===== config.mk =====
export PLATFORM = sky130hd
export DESIGN_NAME = trt_timer
export DESIGN_NICKNAME = d
export VERILOG_FILES = /design/src/core/trt_pkg.sv /design/src/core/trt_timer.sv /design/src/core/trt_prescaler.sv
export VERILOG_INCLUDE_DIRS = /design/src /design/src/core
export SDC_FILE = /design/constraint.sdc
export NUM_CORES = 1
export LEC_CHECK = 0
export BUFFER_PORTS_ARGS = -buffer_cell sky130_fd_sc_hd__buf_2
export CORE_AREA = 3 3 262 264
export DETAILED_ROUTE_END_ITERATION = 10
export DIE_AREA = 0 0 265 267
export PLACE_DENSITY = 0.38
export RECOVER_POWER = 50
export SYNTH_ARGS = -nofsm -noshare
export SYNTH_HDL_FRONTEND = slang
export SYNTH_HIERARCHICAL = 1
export SYNTH_SLANG_ARGS = --single-unit
export TNS_END_PERCENT = 50

===== constraint.sdc =====
create_clock -name clk_i -period 7.7 [get_ports clk_i]
set_clock_uncertainty 0.1 [all_clocks]
set_input_delay 1.54 -clock clk_i [delete_from_list [all_inputs] [get_ports clk_i]]
set_output_delay 1.54 -clock clk_i [all_outputs]
set_load 0.03 [all_outputs]

===== src/core/trt_regs.svh =====
// Register map, field positions, codes and reset values of the reload timer.
`ifndef TRT_REGS_SVH
`define TRT_REGS_SVH

`define TRT_ADDR_W        8
`define TRT_DATA_W        32
`define TRT_NUM_CH        3
`define TRT_CAP_CH        2

`define TRT_OFF_PINCTL    8'h00
`define TRT_OFF_START     8'h04
`define TRT_CH_BASE       8'h08
`define TRT_CH_STRIDE     8'h0c
`define TRT_OFF_RELOAD    8'h00
`define TRT_OFF_COUNT     8'h04
`define TRT_OFF_CTRL      8'h08
`define TRT_OFF_CAPTURE   8'h2c

`define TRT_CKS_LSB       0
`define TRT_CKS_MSB       2
`define TRT_EDGE_LSB      3
`define TRT_EDGE_MSB      4
`define TRT_UNDERFLOW_IRQ_ENABLE_BIT      5
`define TRT_CAPC_LSB      6
`define TRT_CAPC_MSB      7
`define TRT_UF_BIT        8
`define TRT_CAPF_BIT      9
`define TRT_OE_BIT        0

`define TRT_CKS_DIV4      3'h0
`define TRT_CKS_DIV16     3'h1
`define TRT_CKS_DIV64     3'h2
`define TRT_CKS_DIV256    3'h3
`define TRT_CKS_DIV1024   3'h4
`define TRT_CKS_RTC       3'h6
`define TRT_CKS_PIN       3'h7

`define TRT_EDGE_RISE     2'h0
`define TRT_EDGE_FALL     2'h1

`define TRT_CAPC_OFF      2'h0
`define TRT_CAPC_DMA      2'h2
`define TRT_CAPC_IRQ      2'h3

`define TRT_PRE_W         10
`define TRT_NUM_PRE       5

`define TRT_RST_WORD      32'h0000_0000
`define TRT_RST_CKS       3'h0
`define TRT_RST_EDGE      2'h0
`define TRT_RST_CAPC      2'h0

`endif


===== src/core/trt_pkg.sv =====
// Shared types of the reload timer.
package trt_pkg;
`include "trt_regs.svh"

    typedef logic [`TRT_ADDR_W-1:0] trt_addr_t;
    typedef logic [`TRT_DATA_W-1:0] trt_word_t;
    typedef logic [2:0]             trt_cks_t;
    typedef logic [1:0]             trt_edge_t;

endpackage


===== src/core/trt_timer.sv =====
// Three-channel count-down timer with auto-reload and channel 2 capture.
//
// Operation
// RL1 - Each channel has a 32-bit down counter and a 32-bit reload value.
// RL2 - A channel counts only while its run bit in the start register is one.
// RL3 - Counter underflow sets that channel's underflow flag.
// RL4 - On underflow the reload value is loaded and counting goes on.
// RL5 - Underflow interrupt is underflow flag AND underflow interrupt enable.
// RL6 - Internal rates: peripheral clock divided by 4, 16, 64, 256, 1024.
// RL7 - The external pin may be the count source, on chosen edges.
// RL8 - The real-time-clock output may be the count source.
// RL9 - Channel 2 copies its counter into the capture register on pin edges.
// RL10 - Capture register updates only while the capture flag is clear.
// RL11 - Each capture requests DMA, never while a request is outstanding.
// RL12 - Capture interrupt needs capture flag set and capture control 11.
// RL13 - Four interrupts: ch0, ch1, ch2 underflow, then capture, by priority.
// RL14 - No capture happens in standby.
// RL15 - Software stops a channel before writing its registers.
// RL16 - A counter read coinciding with a decrement returns the old value.
// RL17 - The pin count rate stays at or below a quarter of the clock.
// RL18 - Software resets the RTC divider when selecting the RTC source.
// RL19 - For capture the pin is an input and an internal source counts.
// RL20 - Software configures source, enables, capture, reload, count, run.
// RL21 - Source codes: 0-4 prescales, 6 RTC, 7 pin, 5 reserved.
// RL22 - Edge codes: 00 rising, 01 falling, 1x both; also for capture.
// RL23 - Flags clear on writing zero; writing one leaves them alone.
// RL24 - Capture control: 00 off, 10 DMA only, 11 DMA and interrupt.
// RL25 - The pin is sampled on the clock and edges found between samples.
// RL26 - Channels run independently with their own settings.
//
// The register addresses and strobed register access were left to the implementer.
`timescale 1ns/1ps
module trt_timer
    import trt_pkg::*;
(
    // Clock and reset
    input  wire logic                  clk_i,
    input  wire logic                  sys_rst_i,
    // Register port
    input  wire logic [`TRT_ADDR_W-1:0] addr_i,
    input  wire logic [`TRT_DATA_W-1:0] wdata_i,
    input  wire logic                  wr_i,
    input  wire logic                  rd_i,
    output logic      [`TRT_DATA_W-1:0] rdata_o,
    // Count sources and power state
    input  wire logic                  rtc_clk_i,
    input  wire logic                  standby_i,
    // Timer clock pin
    input  wire logic                  timer_clock_pin_i,
    output logic                       timer_clock_pin_o,
    output logic                       timer_clock_pin_oe_o,
    // Interrupt requests, bit 0 highest priority
    output logic [3:0]                 irq_o,
    output logic                       irq_any_o,
    output logic [1:0]                 irq_id_o,
    // DMA request from capture
    output logic                       dma_req_o,
    input  wire logic                  dma_ack_i
);

    localparam int NCH = `TRT_NUM_CH;
    localparam int CAP = `TRT_CAP_CH;

    // Channel state.
    trt_word_t cnt_q   [NCH];
    trt_word_t rel_q   [NCH];
    trt_cks_t  cks_q   [NCH];
    trt_edge_t edge_q  [NCH];
    logic      underflow_irq_enable_q  [NCH];
    logic      uf_q    [NCH];
    logic [NCH-1:0] run_q;
    logic      oe_q;

    // Capture state of channel 2.
    logic [1:0] capc_q;
    logic       capf_q;
    trt_word_t  capr_q;

    // Sampled inputs.
    logic pin_q;
    logic pin_prev_q;
    logic rtc_q;
    logic rtc_prev_q;

    logic [`TRT_NUM_PRE-1:0] pre_tick;
    logic [NCH-1:0]          tick;
    logic [NCH-1:0]          unf;
    logic [NCH-1:0]          ctl_wr;
    logic [NCH-1:0]          cnt_wr;
    logic [NCH-1:0]          rel_wr;
    logic                    pin_rise;
    logic                    pin_fall;
    logic                    rtc_rise;
    logic                    cap_evt;
    logic [3:0]              irq_d;
    trt_word_t               rd_val;

    trt_prescaler u_pre (
        .clk_i     (clk_i),
        .sys_rst_i (sys_rst_i),
        .tick_o    (pre_tick)
    );

    // Byte address of a register inside channel block ch.
    function automatic trt_addr_t ch_addr(input int ch, input int off);
        return trt_addr_t'(`TRT_CH_BASE + ch * `TRT_CH_STRIDE + off);
    endfunction

    // Whether the chosen edge setting matches the detected edges.
    function automatic logic edge_hit(input trt_edge_t sel,
                                      input logic rise,
                                      input logic fall);
        logic hit;
        hit = 1'b0;
        if (sel[1]) begin
            hit = rise | fall; // RL22
        end else if (sel == `TRT_EDGE_FALL) begin
            hit = fall; // RL22
        end else begin
            hit = rise; // RL22
        end
        return hit;
    endfunction

    // Sample the pin and the RTC output, then compare successive samples.
    always_ff @(posedge clk_i) begin
        if (sys_rst_i) begin
            pin_q      <= 1'b0;
            pin_prev_q <= 1'b0;
            rtc_q      <= 1'b0;
            rtc_prev_q <= 1'b0;
        end else begin
            pin_q      <= timer_clock_pin_i; // RL25
            pin_prev_q <= pin_q;
            rtc_q      <= rtc_clk_i;
            rtc_prev_q <= rtc_q;
        end
    end

    assign pin_rise = pin_q & ~pin_prev_q; // RL25
    assign pin_fall = ~pin_q & pin_prev_q; // RL25
    assign rtc_rise = rtc_q & ~rtc_prev_q;

    // Per-channel count enable and register write decode.
    always_comb begin
        for (int c = 0; c < NCH; c++) begin
            ctl_wr[c] = wr_i && (addr_i == ch_addr(c, `TRT_OFF_CTRL));
            cnt_wr[c] = wr_i && (addr_i == ch_addr(c, `TRT_OFF_COUNT));
            rel_wr[c] = wr_i && (addr_i == ch_addr(c, `TRT_OFF_RELOAD));
            case (cks_q[c]) // RL21
                `TRT_CKS_DIV4:    tick[c] = pre_tick[0]; // RL6
                `TRT_CKS_DIV16:   tick[c] = pre_tick[1]; // RL6
                `TRT_CKS_DIV64:   tick[c] = pre_tick[2]; // RL6
                `TRT_CKS_DIV256:  tick[c] = pre_tick[3]; // RL6
                `TRT_CKS_DIV1024: tick[c] = pre_tick[4]; // RL6
                `TRT_CKS_RTC:     tick[c] = rtc_rise; // RL8
                `TRT_CKS_PIN: begin
                    tick[c] = edge_hit(edge_q[c], pin_rise, pin_fall); // RL7
                end
                default:          tick[c] = 1'b0;
            endcase
            // Only the RTC source keeps a channel counting in standby.
            if (standby_i && (cks_q[c] != `TRT_CKS_RTC)) begin
                tick[c] = 1'b0;
            end
            tick[c] = tick[c] & run_q[c]; // RL2 RL26
            unf[c]  = tick[c] && (cnt_q[c] == `TRT_RST_WORD); // RL3
        end
    end

    // Start register and pin control register.
    always_ff @(posedge clk_i) begin
        if (sys_rst_i) begin
            run_q <= '0;
            oe_q  <= 1'b0;
        end else begin
            if (wr_i && addr_i == `TRT_OFF_START) begin
                run_q <= wdata_i[NCH-1:0]; // RL2
            end
            if (wr_i && addr_i == `TRT_OFF_PINCTL) begin
                oe_q <= wdata_i[`TRT_OE_BIT];
            end
        end
    end

    // Counters and reload values.
    always_ff @(posedge clk_i) begin
        if (sys_rst_i) begin
            for (int c = 0; c < NCH; c++) begin
                cnt_q[c] <= `TRT_RST_WORD;
                rel_q[c] <= `TRT_RST_WORD;
            end
        end else begin
            for (int c = 0; c < NCH; c++) begin
                if (rel_wr[c]) begin
                    rel_q[c] <= wdata_i; // RL1
                end
                if (cnt_wr[c]) begin
                    cnt_q[c] <= wdata_i;
                end else if (unf[c]) begin
                    cnt_q[c] <= rel_q[c]; // RL4
                end else if (tick[c]) begin
                    cnt_q[c] <= cnt_q[c] - 32'h0000_0001; // RL1
                end
            end
        end
    end

    // Control fields and underflow flags; a new underflow beats a clear.
    always_ff @(posedge clk_i) begin
        if (sys_rst_i) begin
            for (int c = 0; c < NCH; c++) begin
                cks_q[c]  <= `TRT_RST_CKS;
                edge_q[c] <= `TRT_RST_EDGE;
                underflow_irq_enable_q[c] <= 1'b0;
                uf_q[c]   <= 1'b0;
            end
        end else begin
            for (int c = 0; c < NCH; c++) begin
                if (ctl_wr[c]) begin
                    cks_q[c]  <= wdata_i[`TRT_CKS_MSB:`TRT_CKS_LSB];
                    edge_q[c] <= wdata_i[`TRT_EDGE_MSB:`TRT_EDGE_LSB];
                    underflow_irq_enable_q[c] <= wdata_i[`TRT_UNDERFLOW_IRQ_ENABLE_BIT];
                end
                if (unf[c]) begin
                    uf_q[c] <= 1'b1; // RL3
                end else if (ctl_wr[c] && !wdata_i[`TRT_UF_BIT]) begin
                    uf_q[c] <= 1'b0; // RL23
                end
            end
        end
    end

    // Capture is armed by control 10 or 11 and is off in standby.
    assign cap_evt = capc_q[1] && !standby_i // RL14 RL24
                     && edge_hit(edge_q[CAP], pin_rise, pin_fall); // RL9

    always_ff @(posedge clk_i) begin
        if (sys_rst_i) begin
            capc_q <= `TRT_RST_CAPC;
            capf_q <= 1'b0;
        end else begin
            if (ctl_wr[CAP]) begin
                capc_q <= wdata_i[`TRT_CAPC_MSB:`TRT_CAPC_LSB];
            end
            if (cap_evt) begin
                capf_q <= 1'b1;
            end else if (ctl_wr[CAP] && !wdata_i[`TRT_CAPF_BIT]) begin
                capf_q <= 1'b0; // RL23
            end
        end
    end

    // The capture register keeps its earlier value while the flag is set.
    always_ff @(posedge clk_i) begin
        if (sys_rst_i) begin
            capr_q <= `TRT_RST_WORD;
        end else if (cap_evt && !capf_q) begin
            capr_q <= cnt_q[CAP]; // RL9 RL10
        end
    end

    // One outstanding DMA request at a time; the acknowledge ends it.
    always_ff @(posedge clk_i) begin
        if (sys_rst_i) begin
            dma_req_o <= 1'b0;
        end else if (dma_req_o) begin
            if (dma_ack_i) begin
                dma_req_o <= 1'b0; // RL11
            end
        end else if (cap_evt) begin
            dma_req_o <= 1'b1; // RL11
        end
    end

    // Interrupt lines and the index of the highest-priority active one.
    always_comb begin
        for (int c = 0; c < NCH; c++) begin
            irq_d[c] = uf_q[c] & underflow_irq_enable_q[c]; // RL5
        end
        irq_d[3] = capf_q && (capc_q == `TRT_CAPC_IRQ); // RL12
    end

    always_ff @(posedge clk_i) begin
        if (sys_rst_i) begin
            irq_o     <= '0;
            irq_any_o <= 1'b0;
            irq_id_o  <= 2'h0;
        end else begin
            irq_o     <= irq_d;
            irq_any_o <= |irq_d;
            if (irq_d[0]) begin
                irq_id_o <= 2'h0; // RL13
            end else if (irq_d[1]) begin
                irq_id_o <= 2'h1; // RL13
            end else if (irq_d[2]) begin
                irq_id_o <= 2'h2; // RL13
            end else begin
                irq_id_o <= 2'h3; // RL13
            end
        end
    end

    // Read multiplexer; counters read as held before any decrement.
    always_comb begin
        rd_val = '0;
        if (addr_i == `TRT_OFF_START) begin
            rd_val[NCH-1:0] = run_q;
        end else if (addr_i == `TRT_OFF_PINCTL) begin
            rd_val[`TRT_OE_BIT] = oe_q;
        end else if (addr_i == `TRT_OFF_CAPTURE) begin
            rd_val = capr_q;
        end
        for (int c = 0; c < NCH; c++) begin
            if (addr_i == ch_addr(c, `TRT_OFF_RELOAD)) begin
                rd_val = rel_q[c];
            end else if (addr_i == ch_addr(c, `TRT_OFF_COUNT)) begin
                rd_val = cnt_q[c]; // RL16
            end else if (addr_i == ch_addr(c, `TRT_OFF_CTRL)) begin
                rd_val[`TRT_CKS_MSB:`TRT_CKS_LSB]   = cks_q[c];
                rd_val[`TRT_EDGE_MSB:`TRT_EDGE_LSB] = edge_q[c];
                rd_val[`TRT_UNDERFLOW_IRQ_ENABLE_BIT]               = underflow_irq_enable_q[c];
                rd_val[`TRT_UF_BIT]                 = uf_q[c];
                if (c == CAP) begin
                    rd_val[`TRT_CAPC_MSB:`TRT_CAPC_LSB] = capc_q;
                    rd_val[`TRT_CAPF_BIT]               = capf_q;
                end
            end
        end
    end

    // Read data stand for exactly the cycle after the read strobe.
    always_ff @(posedge clk_i) begin
        if (sys_rst_i) begin
            rdata_o <= '0;
        end else if (rd_i) begin
            rdata_o <= rd_val; // RL16
        end else begin
            rdata_o <= '0;
        end
    end

    // The pin carries the RTC output whenever the output enable is set.
    always_ff @(posedge clk_i) begin
        if (sys_rst_i) begin
            timer_clock_pin_o    <= 1'b0;
            timer_clock_pin_oe_o <= 1'b0;
        end else begin
            timer_clock_pin_o    <= rtc_q;
            timer_clock_pin_oe_o <= oe_q;
        end
    end

endmodule


===== src/core/trt_prescaler.sv =====
// Free-running prescaler giving one-cycle enables at clk/4 up to clk/1024.
`timescale 1ns/1ps
module trt_prescaler
    import trt_pkg::*;
(
    // Clock and reset
    input  wire logic                    clk_i,
    input  wire logic                    sys_rst_i,
    // Rate enables, bit k pulses once every 4^(k+1) cycles
    output logic [`TRT_NUM_PRE-1:0]      tick_o
);

    logic [`TRT_PRE_W-1:0] cnt_q;

    // Mask of the low 2k+2 bits that must all be one for rate k.
    function automatic logic [`TRT_PRE_W-1:0] rate_mask(input int k);
        logic [`TRT_PRE_W-1:0] m;
        m = '0;
        for (int b = 0; b < `TRT_PRE_W; b++) begin
            if (b < 2 * k + 2) begin
                m[b] = 1'b1;
            end
        end
        return m;
    endfunction

    always_ff @(posedge clk_i) begin
        if (sys_rst_i) begin
            cnt_q <= '0;
        end else begin
            cnt_q <= cnt_q + `TRT_PRE_W'(1);
        end
    end

    always_ff @(posedge clk_i) begin
        if (sys_rst_i) begin
            tick_o <= '0;
        end else begin
            for (int k = 0; k < `TRT_NUM_PRE; k++) begin
                tick_o[k] <= ((cnt_q & rate_mask(k)) == rate_mask(k)); // RL6
            end
        end
    end

endmodule


==> impl_metrics.tcl <==
set metrics [dict create \
    fin_cells 2681 \
    cts_root_buf "clkbuf_16" \
    hold_ws_ps 356.5 \
    critical_path_class "in -> reg" \
    rsz0062_at_grt "no" \
    maxCapViolations 5 \
    pre_cts_ws_ps 1989 \
    yosysTopAreaCell "edfxtp_1" \
    yosysWarnings 6 \
    clkTransAtPathRegs_ps 50 \
    fmax_ghz 0.1702 \
    setup-tns-final_ps 0 \
    start_util_pct 24.82 \
    total_power_mw 4.033 \
    drtIter0Drc 1687 \
    antenna_found_initial 10 \
    wl_per_cell_um 26.68 \
    busiest_layer "met1" \
    synthTopCellsByArea "edfxtp_1 38%, dfxtp_1 12%, nand2_1 5.4%" \
    clk_latency_ps 580 \
    hold_viol_final 0 \
    reg2reg_slack_ps 3840 \
    crit_arrival_ps 5970 \
    min_path_cells 2 \
    cp_slowest_stage_delay_ps 1190 \
    sw_frac_of_total_pct 25.60 \
    crit_required_ps 7790 \
    tightest_slew_ps 2547 \
    cp-end-kind "register" \
    synth_edf_count 212 \
    hold_path_class "reg -> reg" \
    violations "capacitance limit, slew limit" \
    period_minus_slack_ps 5876 \
    drv_slew 165 \
    die_h_um 267 \
    via_per_inst 5.480 \
    cpMaxStageDelayCell "clkbuf_1" \
    finalCritPeriodShare_pct 76.31 \
    cts_max_level 2 \
    crit_chain "clkbuf_1 -> inv_1 -> or4_1 -> nor2_1 -> clkbuf_1 -> nand2_1 -> nand2_2" \
    rr_worst_depth 7 \
    synth-main-ff-cell "edfxtp_1" \
    power.switching_mw 1.033 \
    pwr-share-comb_pct 5.9 \
    grt_usage_pct 19.71 \
    ir_drop_uv 124.0 \
    clkSinkCount 312 \
    vias 14690 \
    ys_seq_area_share_pct 50.47 \
    synth_area_um2 16580 \
    r2r_end "capr_q[6]$_SDFFE_PP0P_" \
    grt_use_met3_pct 4.729 \
    synthCells 1743 \
    cts_tree "done" \
    min_from "capr_q[27]$_SDFFE_PP0P_" \
    outcome "finished with violations" \
    port_buffers 89 \
    grt.met2_usage_pct 28.14 \
    dr.pass1.iters 6 \
    r2r-start "pin_q$_SDFF_PP0_" \
    maxSlewHeadroom_pct -69.80 \
    gp_routability_congestion 0.8973 \
    dieArea_um2 70760 \
    numCtsBuffers 39 \
    syn_to_final_growth_pct 15.39 \
    route.detailed.drc 0 \
    cts_setup_buffers 0 \
    crit_family "buffers and inverters" \
    setup_ws_ps 1824 \
    cts_resized 0 \
    core_um2 66800 \
    critPathLaunchType "input pin" \
    num_rows 95 \
    crit_buf_inv 3 \
    p_clk_share_pct 46.5 \
    cellLeakagePower_nw 6.182 \
    syn_area_per_cell_um2 9.513 \
    intPower_mw 3.001 \
    syn_nets 1797 \
    clk_path_buf_depth 3 \
    die_x_um 265 \
    dpl.hpwl_um 52000 \
    grt_pass1_vias 13550 \
    hold_end "capr_q[27]$_SDFFE_PP0P_" \
    yosysTopAreaCellShare_pct 38.39 \
    synthArstFlopShare_pct 0 \
    use_met1_pct 29.89 \
    drtAntennaViolNets 0 \
    ctsHoldBuffers 0 \
    synth_seq_cells 312 \
    grt.overflow.total 0 \
    cp.depth 7 \
    totalWireLength_um 71540 \
    drive_gt1_share_pct 11.18 \
    io-pin-count 90 \
    cp_max_fo 35 \
    grt_start_max_net_pins 41 \
    setup_viol 0 \
    critPathMostFrequentCell "clkbuf_1" \
    placed_cells 2609 \
    nets 1831 \
    p_per_area_nw_per_um2 210.8 \
    synth_cell_type_count 81 \
    grt_first_pass_wirelength_um 101600 \
    pwr-share-seq_pct 47.6 \
]
[per-stage QoR]
step,instance area (µm²),utilization [%]
after floorplan,16580,-
after global placement,17920,26.83
after detailed placement,17920,26.83
after CTS,19200,28.75
after global routing,19130,28.64
final,19130,28.64
[per-layer routing]
metal	part of all wire [%]	routed length, µm
met4	1.6	1111
met2	42	29720
met5	0.081	58
met1	48	34130
met3	9.1	6515
[kinds of logic after synthesis]
logic type                 share of synthesized area (%)
adders and majority gates                         0.4527
xor gates and xnor gates                           3.117
AOI/OAI and AO/OA                                  20.68
and+or+nand+nor                                    19.73
buffers and inverters                              3.856
muxes                                              1.698
DFF                                                50.47
[worst max path at each step]
stage                     slack (ps)      start                     end
after floorplan                 3410  addr_i[4]  rel_q[0][32]$_DFFE_PP_
after global placement          2030  addr_i[2]  cnt_q[2][15]$_DFFE_PP_
after detailed placement        1990  addr_i[2]  cnt_q[2][21]$_DFFE_PP_
after CTS                       2610  addr_i[2]  cnt_q[2][21]$_DFFE_PP_
after global routing            1530  addr_i[4]  rel_q[0][35]$_DFFE_PP_
final                           1820  addr_i[4]  rel_q[0][62]$_DFFE_PP_
[Yosys cell counts (all sizes together), types with 25 or more instances]
master,instances
xnor2,38
or3,26
o22ai,30
clkbuf,98
nor2,125
nor3,62
o21ai,78
and2,41
a211oi,25
a22oi,47
edfxtp,212
inv,29
buf,32
dfxtp,100
nand3,33
o211ai,42
a21oi,171
nand2,238
nor4,32
[layout make-up]
| type | count | area (µm²) |
|---|---|---|
| repair buffers | 123 | 629.4 |
| well taps | 873 | 1092 |
| fillers | 7105 | 47670 |
| clock inverters | 19 | 175.2 |
| clock buffers | 52 | 1109 |
| flip-flops and latches | 312 | 8368 |
| multi-input cells | 1272 | 7649 |
| inverters | 29 | 108.9 |
| diodes | 1 | 2.502 |
[worst min-delay path, stage by stage, from the launching register on]
cell and delay (ps):
dfxtp_1 310, nand2_1 50, a21oi_1 50
[power groups by stage]
stage / Clock [mW] / Sequential [mW] / Combinational (mW)
after floorplan: 0 / 1.92 / 0.134
after global placement: 0 / 1.95 / 0.238
after detailed placement: 0 / 1.95 / 0.236
after CTS: 1.92 / 1.92 / 0.237
after global routing: 1.98 / 1.93 / 0.255
final: 1.88 / 1.92 / 0.237
[state kept, by name (all words and copies together), names as in the netlist, 3 cells and up]
| register | flops |
|---|---|
| edge_q | 6 |
| rel_q | 96 |
| rdata_o | 32 |
| u_pre/tick_o | 5 |
| uf_q | 3 |
| underflow_irq_enable_q | 3 |
| capr_q | 32 |
| cks_q | 9 |
| irq_o | 4 |
| run_q | 3 |
| cnt_q | 96 |
| u_pre/cnt_q | 10 |
[layout by cell type, fill, tap and decap left out, drive strengths merged, types with 7 or more instances in the layout]
master  netlist  routed
o31ai        13      13
or3          26      26
xnor2        38      38
clkbuf       98     101
a211o        14      14
nand3        33      33
nor4         32      32
edfxtp      212     212
or4          15      15
o211ai       42      42
clkinv        0      11
nor3         62      62
o21ai        78      78
o221ai       14      14
a21oi       171     171
inv          29      33
a22oi        47      47
xor2         21      21
o22ai        30      30
and2         41      41
and3          9       9
nand2b       12      12
a211oi       25      25
nand4         9       9
buf          32      74
mux2          7       7
nor2        125     125
nand2       238     238
dfxtp       100     100
nor2b        19      19
mux2i        18      18
a31o         18      18
No activity file was read; power rests on OpenSTA's default activity.
